**src/core/wic_pkg.sv**
```systemverilog
// constants and helpers for the wake and interrupt control register block
package wic_pkg;

  // ----------------------------------------------------------------
  // serial frame and register layout
  // ----------------------------------------------------------------
  localparam int          FRAME_LEN     = 16;
  localparam logic [2:0]  REG_ADDR      = 3'h2;       // register_select_bits value
  localparam int          SEL_HI        = 15;
  localparam int          SEL_LO        = 13;
  localparam int          WP_BIT        = 12;         // write_protect_flag
  localparam int          MAIN_UV_BIT   = 11;
  localparam int          XCVR_UV_BIT   = 10;
  localparam int          LIN_STBY_BIT  = 9;
  localparam int          RSVD_BIT      = 8;
  localparam int          W1_HI         = 7;
  localparam int          W1_LO         = 6;
  localparam int          W2_HI         = 5;
  localparam int          W2_LO         = 4;
  localparam int          CAN_STBY_BIT  = 3;
  localparam logic [15:0] CTRL_RST      = 16'h0000;   // power-on default of stored bits
  localparam logic [15:0] CTRL_WR_MASK  = 16'h0EF8;   // writable bits only
  localparam logic [4:0]  CNT_MAX       = 5'h11;      // bit counter saturation

  // ----------------------------------------------------------------
  // chip mode and edge selection codes
  // ----------------------------------------------------------------
  localparam int          MODE_NORMAL_BIT = 1;        // leading 1 of chip_mode_field
  localparam int          MODE_REG_BIT    = 0;        // transceiver_regulator on
  localparam logic [1:0]  EDGE_OFF        = 2'h0;
  localparam logic [1:0]  EDGE_RISE       = 2'h1;
  localparam logic [1:0]  EDGE_FALL       = 2'h2;
  localparam logic [1:0]  EDGE_BOTH       = 2'h3;

  typedef enum logic [1:0] {
    XCVR_OFF    = 2'b00,
    XCVR_LOWPWR = 2'b01,
    XCVR_ACTIVE = 2'b10
  } wic_xcvr_mode_t;

  // transceiver mode from its standby bit and the chip mode
  function automatic wic_xcvr_mode_t wic_xcvr_mode(input logic standby, input logic normal);
    if (standby) begin
      wic_xcvr_mode = XCVR_LOWPWR;
    end else if (normal) begin
      wic_xcvr_mode = XCVR_ACTIVE;
    end else begin
      wic_xcvr_mode = XCVR_OFF;
    end
  endfunction : wic_xcvr_mode

endpackage : wic_pkg

```
**src/core/wic_wake_if.sv**
```systemverilog
// link between the control register and one local wake edge detector
`timescale 1ns/1ps
`default_nettype none
interface wic_wake_if;
  logic [1:0] edge_sel;
  logic       level;
  logic       hit;

  modport ctl (output edge_sel, output level, input  hit);
  modport det (input  edge_sel, input  level, output hit);
endinterface : wic_wake_if
`default_nettype wire

```
**src/core/wic_wake_edge.sv**
```systemverilog
// edge detector for one local wake input
`timescale 1ns/1ps
`default_nettype none
module wic_wake_edge
  import wic_pkg::*;
(
  input  wire logic  clk,
  input  wire logic  rst_n,
  input  wire logic  ce,
  wic_wake_if.det    wk
);

  logic prev_q, prev_d;
  logic seen_q, seen_d;
  logic hit_q,  hit_d;

  // ----------------------------------------------------------------
  // edge selection
  // ----------------------------------------------------------------
  // no edge before the first sample, so reset never fakes a wake
  always_comb begin
    prev_d = wk.level;
    seen_d = 1'b1;
    hit_d  = 1'b0;
    if (seen_q) begin
      unique case (wk.edge_sel)
        EDGE_OFF:  hit_d = 1'b0;
        EDGE_RISE: hit_d = wk.level & ~prev_q;
        EDGE_FALL: hit_d = ~wk.level & prev_q;
        EDGE_BOTH: hit_d = wk.level ^ prev_q;
      endcase
    end
  end

  // state registers
  always_ff @(posedge clk) begin
    if (!rst_n) begin
      prev_q <= 1'b0;
      seen_q <= 1'b0;
      hit_q  <= 1'b0;
    end else if (ce) begin
      prev_q <= prev_d;
      seen_q <= seen_d;
      hit_q  <= hit_d;
    end
  end

  assign wk.hit = hit_q;

endmodule : wic_wake_edge
`default_nettype wire

```
**src/core/wic_ctrl_reg.sv**
```systemverilog
// interrupt and standby control register with its serial port and decode
//
// What this block does
// bit 12 of a frame set means read only; clear allows the write.
// bit 11 gates main regulator undervoltage warning interrupts.
// bit 10 gates transceiver regulator undervoltage warning interrupts.
// LIN standby 0 in Normal mode: LIN active, its wake flag cleared.
// LIN standby 0 in Standby/Sleep: LIN off, no wake detect or interrupt.
// LIN standby 1: LIN low power, wake detect on, wake interrupts allowed.
// bits 7:6 pick wake input 1 edge: off, rising, falling, both.
// bits 5:4 pick wake input 2 edge: off, rising, falling, both.
// CAN standby 0 in Normal mode: CAN active, its wake flag cleared.
// CAN standby 0 in Standby/Sleep: CAN off, no wake detect or interrupt.
// CAN standby 1: CAN low power, wake detect on, wake interrupts allowed.
// chip mode high bit means Normal; in Normal the low bit switches transceiver regulator.
// host clears pending interrupts by writing 1 in the status register; this block has none, its requests are not latched.
// reserved bits read zero and ignore writes; bit 8 and bits 2:0 are the reserved ones.
`timescale 1ns/1ps
`default_nettype none
module wic_ctrl_reg
  import wic_pkg::*;
(
  input  wire logic       REF_CLK,
  input  wire logic       RST_N,
  input  wire logic       CE,
  input  wire logic       SCSN_N,
  input  wire logic       SCK,
  input  wire logic       SDI,
  output logic            SDO,
  output logic            SDO_OE,
  input  wire logic [1:0] CHIP_MODE,
  input  wire logic       MAIN_UV_WARN,
  input  wire logic       XCVR_UV_WARN,
  input  wire logic       LIN_BUS_WAKE,
  input  wire logic       CAN_BUS_WAKE,
  input  wire logic       WAKE1,
  input  wire logic       WAKE2,
  output logic            MAIN_UV_IRQ,
  output logic            XCVR_UV_IRQ,
  output logic            LIN_WAKE_IRQ,
  output logic            CAN_WAKE_IRQ,
  output logic            WAKE1_IRQ,
  output logic            WAKE2_IRQ,
  output logic [1:0]      LIN_MODE,
  output logic [1:0]      CAN_MODE,
  output logic            LIN_WAKE_DET_EN,
  output logic            CAN_WAKE_DET_EN,
  output logic            LIN_WAKE_FLAG_CLR,
  output logic            CAN_WAKE_FLAG_CLR,
  output logic            XCVR_REG_ON,
  output logic [15:0]     CTRL_WORD
);

  // ----------------------------------------------------------------
  // serial port state
  // ----------------------------------------------------------------
  logic        sck_q,   sck_d;
  logic        csn_q,   csn_d;
  logic [15:0] rx_q,    rx_d;
  logic [15:0] tx_q,    tx_d;
  logic [4:0]  cnt_q,   cnt_d;
  logic        sdo_q,   sdo_d;
  logic        oe_q,    oe_d;
  logic [15:0] ctrl_q,  ctrl_d;
  logic [15:0] rd_word;

  // read image: select bits, access status zero, reserved bits zero
  assign rd_word = {REG_ADDR, 1'b0, ctrl_q[11:0] & CTRL_WR_MASK[11:0]};

  // frame shift, bit count and end-of-frame write
  always_comb begin
    sck_d  = SCK;
    csn_d  = SCSN_N;
    rx_d   = rx_q;
    tx_d   = tx_q;
    cnt_d  = cnt_q;
    sdo_d  = sdo_q;
    oe_d   = oe_q;
    ctrl_d = ctrl_q;
    if (csn_q && !SCSN_N) begin
      cnt_d = 5'h00;                                   // frame opens
      tx_d  = rd_word;
      sdo_d = rd_word[15];
      oe_d  = 1'b1;
    end else if (!csn_q && SCSN_N) begin
      oe_d  = 1'b0;                                    // frame closes
      sdo_d = 1'b0;
      if (cnt_q == 5'(FRAME_LEN) && rx_q[SEL_HI:SEL_LO] == REG_ADDR
          && !rx_q[WP_BIT]) begin
        ctrl_d = rx_q & CTRL_WR_MASK;
      end
    end else if (!SCSN_N) begin
      if (SCK && !sck_q) begin
        rx_d = {rx_q[14:0], SDI};
        if (cnt_q != CNT_MAX) begin
          cnt_d = cnt_q + 5'h01;
        end
      end else if (!SCK && sck_q) begin
        tx_d  = {tx_q[14:0], 1'b0};
        sdo_d = tx_q[14];
      end
    end
  end

  // serial port and register flops
  always_ff @(posedge REF_CLK) begin
    if (!RST_N) begin
      sck_q  <= 1'b0;
      csn_q  <= 1'b1;
      rx_q   <= 16'h0000;
      tx_q   <= 16'h0000;
      cnt_q  <= 5'h00;
      sdo_q  <= 1'b0;
      oe_q   <= 1'b0;
      ctrl_q <= CTRL_RST;
    end else if (CE) begin
      sck_q  <= sck_d;
      csn_q  <= csn_d;
      rx_q   <= rx_d;
      tx_q   <= tx_d;
      cnt_q  <= cnt_d;
      sdo_q  <= sdo_d;
      oe_q   <= oe_d;
      ctrl_q <= ctrl_d;
    end
  end

  // ----------------------------------------------------------------
  // local wake edge detectors
  // ----------------------------------------------------------------
  wic_wake_if wk1 ();
  wic_wake_if wk2 ();

  // wake inputs and their edge selections
  assign wk1.edge_sel = ctrl_q[W1_HI:W1_LO];
  assign wk1.level    = WAKE1;
  assign wk2.edge_sel = ctrl_q[W2_HI:W2_LO];
  assign wk2.level    = WAKE2;

  wic_wake_edge u_wake1 (
    .clk   (REF_CLK),
    .rst_n (RST_N),
    .ce    (CE),
    .wk    (wk1.det)
  );

  wic_wake_edge u_wake2 (
    .clk   (REF_CLK),
    .rst_n (RST_N),
    .ce    (CE),
    .wk    (wk2.det)
  );

  // ----------------------------------------------------------------
  // mode decode and interrupt requests
  // ----------------------------------------------------------------
  wic_xcvr_mode_t lin_mode_q, lin_mode_d;
  wic_xcvr_mode_t can_mode_q, can_mode_d;
  logic           normal;
  logic [5:0]     irq_q, irq_d;
  logic [4:0]     ctl_q, ctl_d;

  assign normal = CHIP_MODE[MODE_NORMAL_BIT];

  // transceiver modes, wake detect, flag clears and gated requests
  always_comb begin
    lin_mode_d = wic_xcvr_mode(ctrl_q[LIN_STBY_BIT], normal);
    can_mode_d = wic_xcvr_mode(ctrl_q[CAN_STBY_BIT], normal);
    ctl_d[0]   = ctrl_q[LIN_STBY_BIT];
    ctl_d[1]   = ctrl_q[CAN_STBY_BIT];
    ctl_d[2]   = !ctrl_q[LIN_STBY_BIT] && normal;
    ctl_d[3]   = !ctrl_q[CAN_STBY_BIT] && normal;
    ctl_d[4]   = normal && CHIP_MODE[MODE_REG_BIT];
    irq_d[0]   = MAIN_UV_WARN && ctrl_q[MAIN_UV_BIT];
    irq_d[1]   = XCVR_UV_WARN && ctrl_q[XCVR_UV_BIT];
    irq_d[2]   = LIN_BUS_WAKE && ctrl_q[LIN_STBY_BIT];
    irq_d[3]   = CAN_BUS_WAKE && ctrl_q[CAN_STBY_BIT];
    irq_d[4]   = wk1.hit;
    irq_d[5]   = wk2.hit;
  end

  // decode and request flops
  always_ff @(posedge REF_CLK) begin
    if (!RST_N) begin
      lin_mode_q <= XCVR_OFF;
      can_mode_q <= XCVR_OFF;
      ctl_q      <= 5'h00;
      irq_q      <= 6'h00;
    end else if (CE) begin
      lin_mode_q <= lin_mode_d;
      can_mode_q <= can_mode_d;
      ctl_q      <= ctl_d;
      irq_q      <= irq_d;
    end
  end

  // ----------------------------------------------------------------
  // outputs, all from flops
  // ----------------------------------------------------------------
  assign SDO               = sdo_q;
  assign SDO_OE            = oe_q;
  assign MAIN_UV_IRQ       = irq_q[0];
  assign XCVR_UV_IRQ       = irq_q[1];
  assign LIN_WAKE_IRQ      = irq_q[2];
  assign CAN_WAKE_IRQ      = irq_q[3];
  assign WAKE1_IRQ         = irq_q[4];
  assign WAKE2_IRQ         = irq_q[5];
  assign LIN_MODE          = lin_mode_q;
  assign CAN_MODE          = can_mode_q;
  assign LIN_WAKE_DET_EN   = ctl_q[0];
  assign CAN_WAKE_DET_EN   = ctl_q[1];
  assign LIN_WAKE_FLAG_CLR = ctl_q[2];
  assign CAN_WAKE_FLAG_CLR = ctl_q[3];
  assign XCVR_REG_ON       = ctl_q[4];
  assign CTRL_WORD         = ctrl_q;

endmodule : wic_ctrl_reg
`default_nettype wire

```
**config.mk**
```make
export PLATFORM = sky130hd
export DESIGN_NAME = wic_ctrl_reg
export DESIGN_NICKNAME = d
export VERILOG_FILES = /design/src/core/wic_pkg.sv /design/src/core/wic_wake_if.sv /design/src/core/wic_wake_edge.sv /design/src/core/wic_ctrl_reg.sv
export SDC_FILE = /design/constraint.sdc
export NUM_CORES = 1
export LEC_CHECK = 0
export BUFFER_PORTS_ARGS = -buffer_cell sky130_fd_sc_hd__buf_2
export CORE_ASPECT_RATIO = 0.5
export CORE_UTILIZATION = 50
export DETAILED_ROUTE_END_ITERATION = 10
export GPL_ROUTABILITY_DRIVEN = 0
export PLACE_DENSITY = 0.75
export SLEW_MARGIN = 20
export SYNTH_ARGS = -nofsm -noshare
export SYNTH_HDL_FRONTEND = slang
export SYNTH_SLANG_ARGS = --single-unit
export TNS_END_PERCENT = 20
```
**constraint.sdc**
```tcl
create_clock -name REF_CLK -period 1.7 [get_ports REF_CLK]
set_clock_uncertainty 0.2 [all_clocks]
set_input_delay 0.17 -clock REF_CLK [delete_from_list [all_inputs] [get_ports REF_CLK]]
set_output_delay 0.17 -clock REF_CLK [all_outputs]
set_load 0.05 [all_outputs]
```
* Yosys cells after proc, flatten, opt, wreduce, memory -nomap -nowiden
Cells that the tools add are included.
Operators by class: shift operators 0, add/subtract/negate cells 1, order comparisons 0, reductions and logical operators 33, multiplexer cells 24, bitwise operators 13, div/mod/pow operators 0, equality and inequality tests 14, multiply operators 0
Operators by type and width (count):
- two-way mux 15 bit | 5
- two-way mux 5 bit | 5
- AND reduction 5 bit | 3
- logical AND 1 bit | 13
- two-way mux 1 bit | 9
- == test 2 bit, second input constant | 4
- case mux 1 bit (4 select lines) | 2
- AND reduction 4 bit | 2
- nonzero test 2 bit | 4
- zero test 1 bit | 7
- NOT 1 bit | 7
- two-way mux 2 bit | 3
- adder 5 x 1 -> 5 bit, second input constant | 1
- == test 5 bit, second input constant | 1
- != test 5 bit, second input constant | 1
- bitwise AND 1 bit | 4
- == test 2 x 1 -> 1 bit, second input constant | 2
- zero test 2 bit | 2
- != test 2 bit, second input constant | 2
- == test 3 x 2 -> 1 bit, second input constant | 1
- != test 3 x 1 -> 1 bit, second input constant | 1
- != test 3 bit, second input constant | 1
- nonzero test 3 bit | 1
- != test 2 x 1 -> 1 bit, second input constant | 1
- other kinds (2) | 3
Storage, ports and cells: logic and storage cells 102, output and inout bits 33, input port bits 14, bits in registers 68, bits in read-only memories 0, RAM bits 0, memories 0, bits in latches 0

* Longest topological paths before layout
depth after elaboration 7, gate-level depth with buffers 7, mapped depth without buffers 6

* Cells and area by module
From an unflattened synthesis, not the netlist that was laid out.
Second synthesis, totals: cells, all modules 313, area, all modules 2835.2 µm²
Modules (own cells, without submodules):
- wic_ctrl_reg | cells each 277, instances 1, seq. area each 1121.1 µm², area each 2517.4 µm²
- wic_wake_edge | cells each 18, instances 2, seq. area each 60.1 µm², area each 158.9 µm²

* Worst setup path after synthesis
Ideal clock, no wire load.
kind reg-to-reg, from register csn_q, to register cnt_q[3], library setup time 74 ps, required time 1426 ps, stages on the path, launching flop included 6, setup slack -138 ps, buffers on the path 1, period minus slack after synthesis 1838 ps, data arrival time 1564 ps, path through dfxtp_1 > ha_1 > buf_2 > nor3b_1 > or4b_1 > a31oi_1
Between the ends: word-level cells in the longest chain between the ends 4, elaborated cells on any way between the ends 9, those cells by class eq/ne (2); mux (1); reduce/logical (6)
Ends and longest elaborated chain:
- start, declared | RTL line wic_ctrl_reg.sv:58 | logic csn_q, csn_d;
- start signal, assigned | RTL line wic_ctrl_reg.sv:118 | csn_q <= csn_d;
- zero test 1 bit | RTL line wic_ctrl_reg.sv:85 | end else if (!csn_q && SCSN_N) begin
- logical AND 1 bit | RTL line wic_ctrl_reg.sv:85
- != test 2 bit (no source line)
- AND reduction 5 bit (no source line)
- end signal, assigned | RTL line wic_ctrl_reg.sv:121 | cnt_q <= cnt_d;
- end, declared | RTL line wic_ctrl_reg.sv:61 | logic [4:0] cnt_q, cnt_d;
Parallel ways exist; a longest one is shown, timed or not. A chain may end at the register's enable or synchronous reset.

* Worst setup path after layout
from register sck_q, to register tx_q[6]
Between the ends: word-level cells in the longest chain between the ends 4, elaborated cells on any way between the ends 6, those cells by class eq/ne (1); reduce/logical (5)
Ends and longest elaborated chain:
- start, declared | RTL line wic_ctrl_reg.sv:57 | logic sck_q, sck_d;
- start signal, assigned | RTL line wic_ctrl_reg.sv:117 | sck_q <= sck_d;
- zero test 1 bit | RTL line wic_ctrl_reg.sv:93 | if (SCK && !sck_q) begin
- logical AND 1 bit | RTL line wic_ctrl_reg.sv:93
- != test 2 bit (no source line)
- AND reduction 5 bit (no source line) *
- end signal, assigned | RTL line wic_ctrl_reg.sv:120 | tx_q <= tx_d;
- end, declared | RTL line wic_ctrl_reg.sv:60 | logic [15:0] tx_q, tx_d;
Every way passes the cells marked *; elsewhere a longest branch is shown, timed or not.

==> flow_summary.ini <==
[run_status]
status = complete, but fails checks
failed_checks = setup timing

[cts]
cts_root_buf = clkbuf_8
clkTransAtPathRegs_ns = 0.07
htree_levels = 3
cts_inserted_buffers = 9
cts_tree = built
clk_latency_ns = 0.34
cts_sinks = 61
clockBufferDepth = 2

[detailed_routing]
via_per_inst = 5.507
drt_first_iter_violations = 122
wl_per_cell_um = 14.86
wl_mm = 7.266
via_count = 2693
remaining_drc_errors = 0
firstDrtPassIters = 5
drtAntennaViolNets = 0

[grt]
grt_max_degree = 30
antenna_found_initial = 0
overflow = 0
grt_pass1_wl_mm = 10.29
track_usage_pct = 23.56
grt_pass1_vias = 2190

[layout]
drive_above_1_share_pct = 24.82
layout.nets = 438
syn_to_final_growth_pct = 28.88
fin_cells = 489
diodes = 0
finish.utilization_pct = 70.38

[logic_synthesis]
syn-cell-area_sq_um = 2816
synthCells = 342
syn_area_per_cell_sq_um = 8.235
ys_seq_area_share_pct = 43.36
synth_cell_types = 36
yosysTopAreaCell = dfxtp_1
yosys_warnings = 0
yosys-top-cells-area = dfxtp_1 43%, nand2_1 7.5%, o21ai_0 6.0%
yosysTopAreaCellShare_pct = 43.36
ys_ff_latch = 61

[sta]
fin_crit_ns = 1.739
period_share_pct = 102.3
setup_viol_count_final = 1
tns_ns = -0.03899
hold_viol_final = 0
drv_slew = 0
max_clock_freq_mhz = 575.0
holdWs_ns = 0.04600
rsz0062_at_grt = true
worst_slack_ns = -0.03899

[run]
max_cap_violations = 0

[placement]
dp_cells = 455
port_buffers = 38
dp_slack_ns = -0.09345
dp_hpwl_mm = 4.504

[floorplanning]
top_level_ports = 47
rows = 18
fp.dieArea_sq_um = 5955
die_h_um = 55.07
die_w_um = 108.1
start_util_pct = 54.61
core_area_sq_um = 5157

[worst_setup_path]
reg2reg_from = sck_q$_SDFFE_PN0P_
reg2reg_depth = 5
crit_arrival_ns = 1.77
cp.required_ns = 1.73
startpoint_type = flip-flop
end_kind = flip-flop
cp-startpoint = sck_q$_SDFFE_PN0P_
worstSetupPathType = flip-flop to flip-flop
path_max_fanout = 9

[min_path]
holdPathStages = 2
min-delay-start = CE
hold_path_class = primary input to flip-flop

[power_and_ir_drop]
p_leak_uw = 0.001431
power_density_nw_per_um2 = 835.5
power.ir.vdd_worst_mv = 0.5243
## synth_stat cells (all sizes together)
library cell,n
a32oi,1
nand2b,10
or4b,1
buf,19
nand3b,5
a21oi,28
nor3b,4
a31oi,3
o21ai,34
ha,10
or4,1
nor2,16
clkbuf,15
nand4bb,1
or3,7
and3,1
inv,11
or3b,1
o2111ai,1
mux2i,11
nand2,57
o211ai,2
nor2b,2
clkinv,1
a22oi,3
dfxtp,61
a311oi,7
nor4bb,2
nand3,22
nand4b,1
nand4,3
conb,1
## critical path: stages (launching register included)
cell      delay, ns
dfxtp_1        0.41
buf_4          0.15
nor3b_1        0.19
buf_4          0.20
o21ai_0        0.12
a311oi_1       0.35
## placed cells by master, fill, tap and decap left out, types with 5 or more instances in the layout
| cell | count |
|---|---|
| a21oi_1 | 28 |
| a311oi_1 | 7 |
| buf_2 | 38 |
| buf_4 | 28 |
| buf_6 | 6 |
| clkbuf_8 | 9 |
| conb_1 | 8 |
| dfxtp_1 | 60 |
| dlygate4sd3_1 | 14 |
| ha_1 | 8 |
| inv_1 | 9 |
| mux2i_1 | 11 |
| nand2_1 | 56 |
| nand2b_1 | 9 |
| nand3_1 | 22 |
| nand3b_1 | 5 |
| nor2_1 | 15 |
| o21ai_0 | 24 |
| o21ai_1 | 10 |
| or3_1 | 7 |
## sequential cells by signal, indices dropped and copies added (netlist names)
name            cells
cnt_q               5
u_wake1.seen_q      1
irq_q               6
tx_q               12
CTRL_WORD           8
u_wake1.wk.hit      1
u_wake1.prev_q      1
csn_q               1
LIN_MODE            1
sck_q               1
rx_q               16
CAN_MODE            1
u_wake2.wk.hit      1
SDO_OE              1
SDO                 1
u_wake2.prev_q      1
ctl_q               3
## final cells by class
cell class              instances  area (sq um)
inverters                      12         51.30
flip-flops and latches         61          1225
clock buffers                   9         123.9
fillers                       406          1528
multi-input cells             242          1455
well taps                      70         87.58
repair inverters                1         7.507
repair buffers                 87         628.1
clock inverters                 7         51.30
## kinds of logic (layout without fill, tap and decap cells)
| family | count (synthesis) | after routing | share of synthesized area (%) |
|---|---|---|---|
| and+or+nand+nor | 134 | 134 | 23.99 |
| AOI/OAI and AO/OA | 79 | 79 | 15.81 |
| DFF | 61 | 61 | 43.36 |
| buffers and inverters | 46 | 116 | 8.352 |
| muxes | 11 | 11 | 3.910 |
| adders and majority gates | 10 | 10 | 4.442 |
| other | 1 | 8 | 0.1331 |
## final timing paths
kind | slack [ns] | end
setup / recovery | -0.04 | tx_q[6]$_SDFFE_PN0P_
hold / removal | 0.05 | csn_q$_SDFFE_PN1P_
setup reg to reg | -0.04 | tx_q[6]$_SDFFE_PN0P_
hold reg to reg | 0.25 | rx_q[9]$_SDFFE_PN0P_
## per-layer routing
metal	vias to the layer above	global-route usage, %	share of wire (%)
met3	15	6.089	7.4
met1	1251	29.53	44
met2	121	38.43	46
li1	1306	-	-
met5	-	0	0
met4	0	12.56	1.9
## metrics by stage
step           instance area [sq um]  total power (uW)
3_5_place_dp                    3197              1848
3_3_place_gp                    3197              1834
5_1_grt                         3630              3156
2_1_floorplan                   2863              1744
4_1_cts                         3557              3013
6_report                        3630              3033
## power by group
part	total (uW)	switching [uW]	internal, uW
logic	417	244	172
clock network	1140	609	532
registers	1480	21.6	1450
## repair_timing
action | 4_1_cts | 5_1_grt
buffers inserted | 1 | 0
endpoints found under the hold margin | 17 | 0
cloned | 1 | 2
pin swaps | 1 | 5
gates resized for setup | 8 | 27
setup endpoints to repair | 15 | 23
hold buffers | 14 | 0
(Power assumes the default switching activity.)
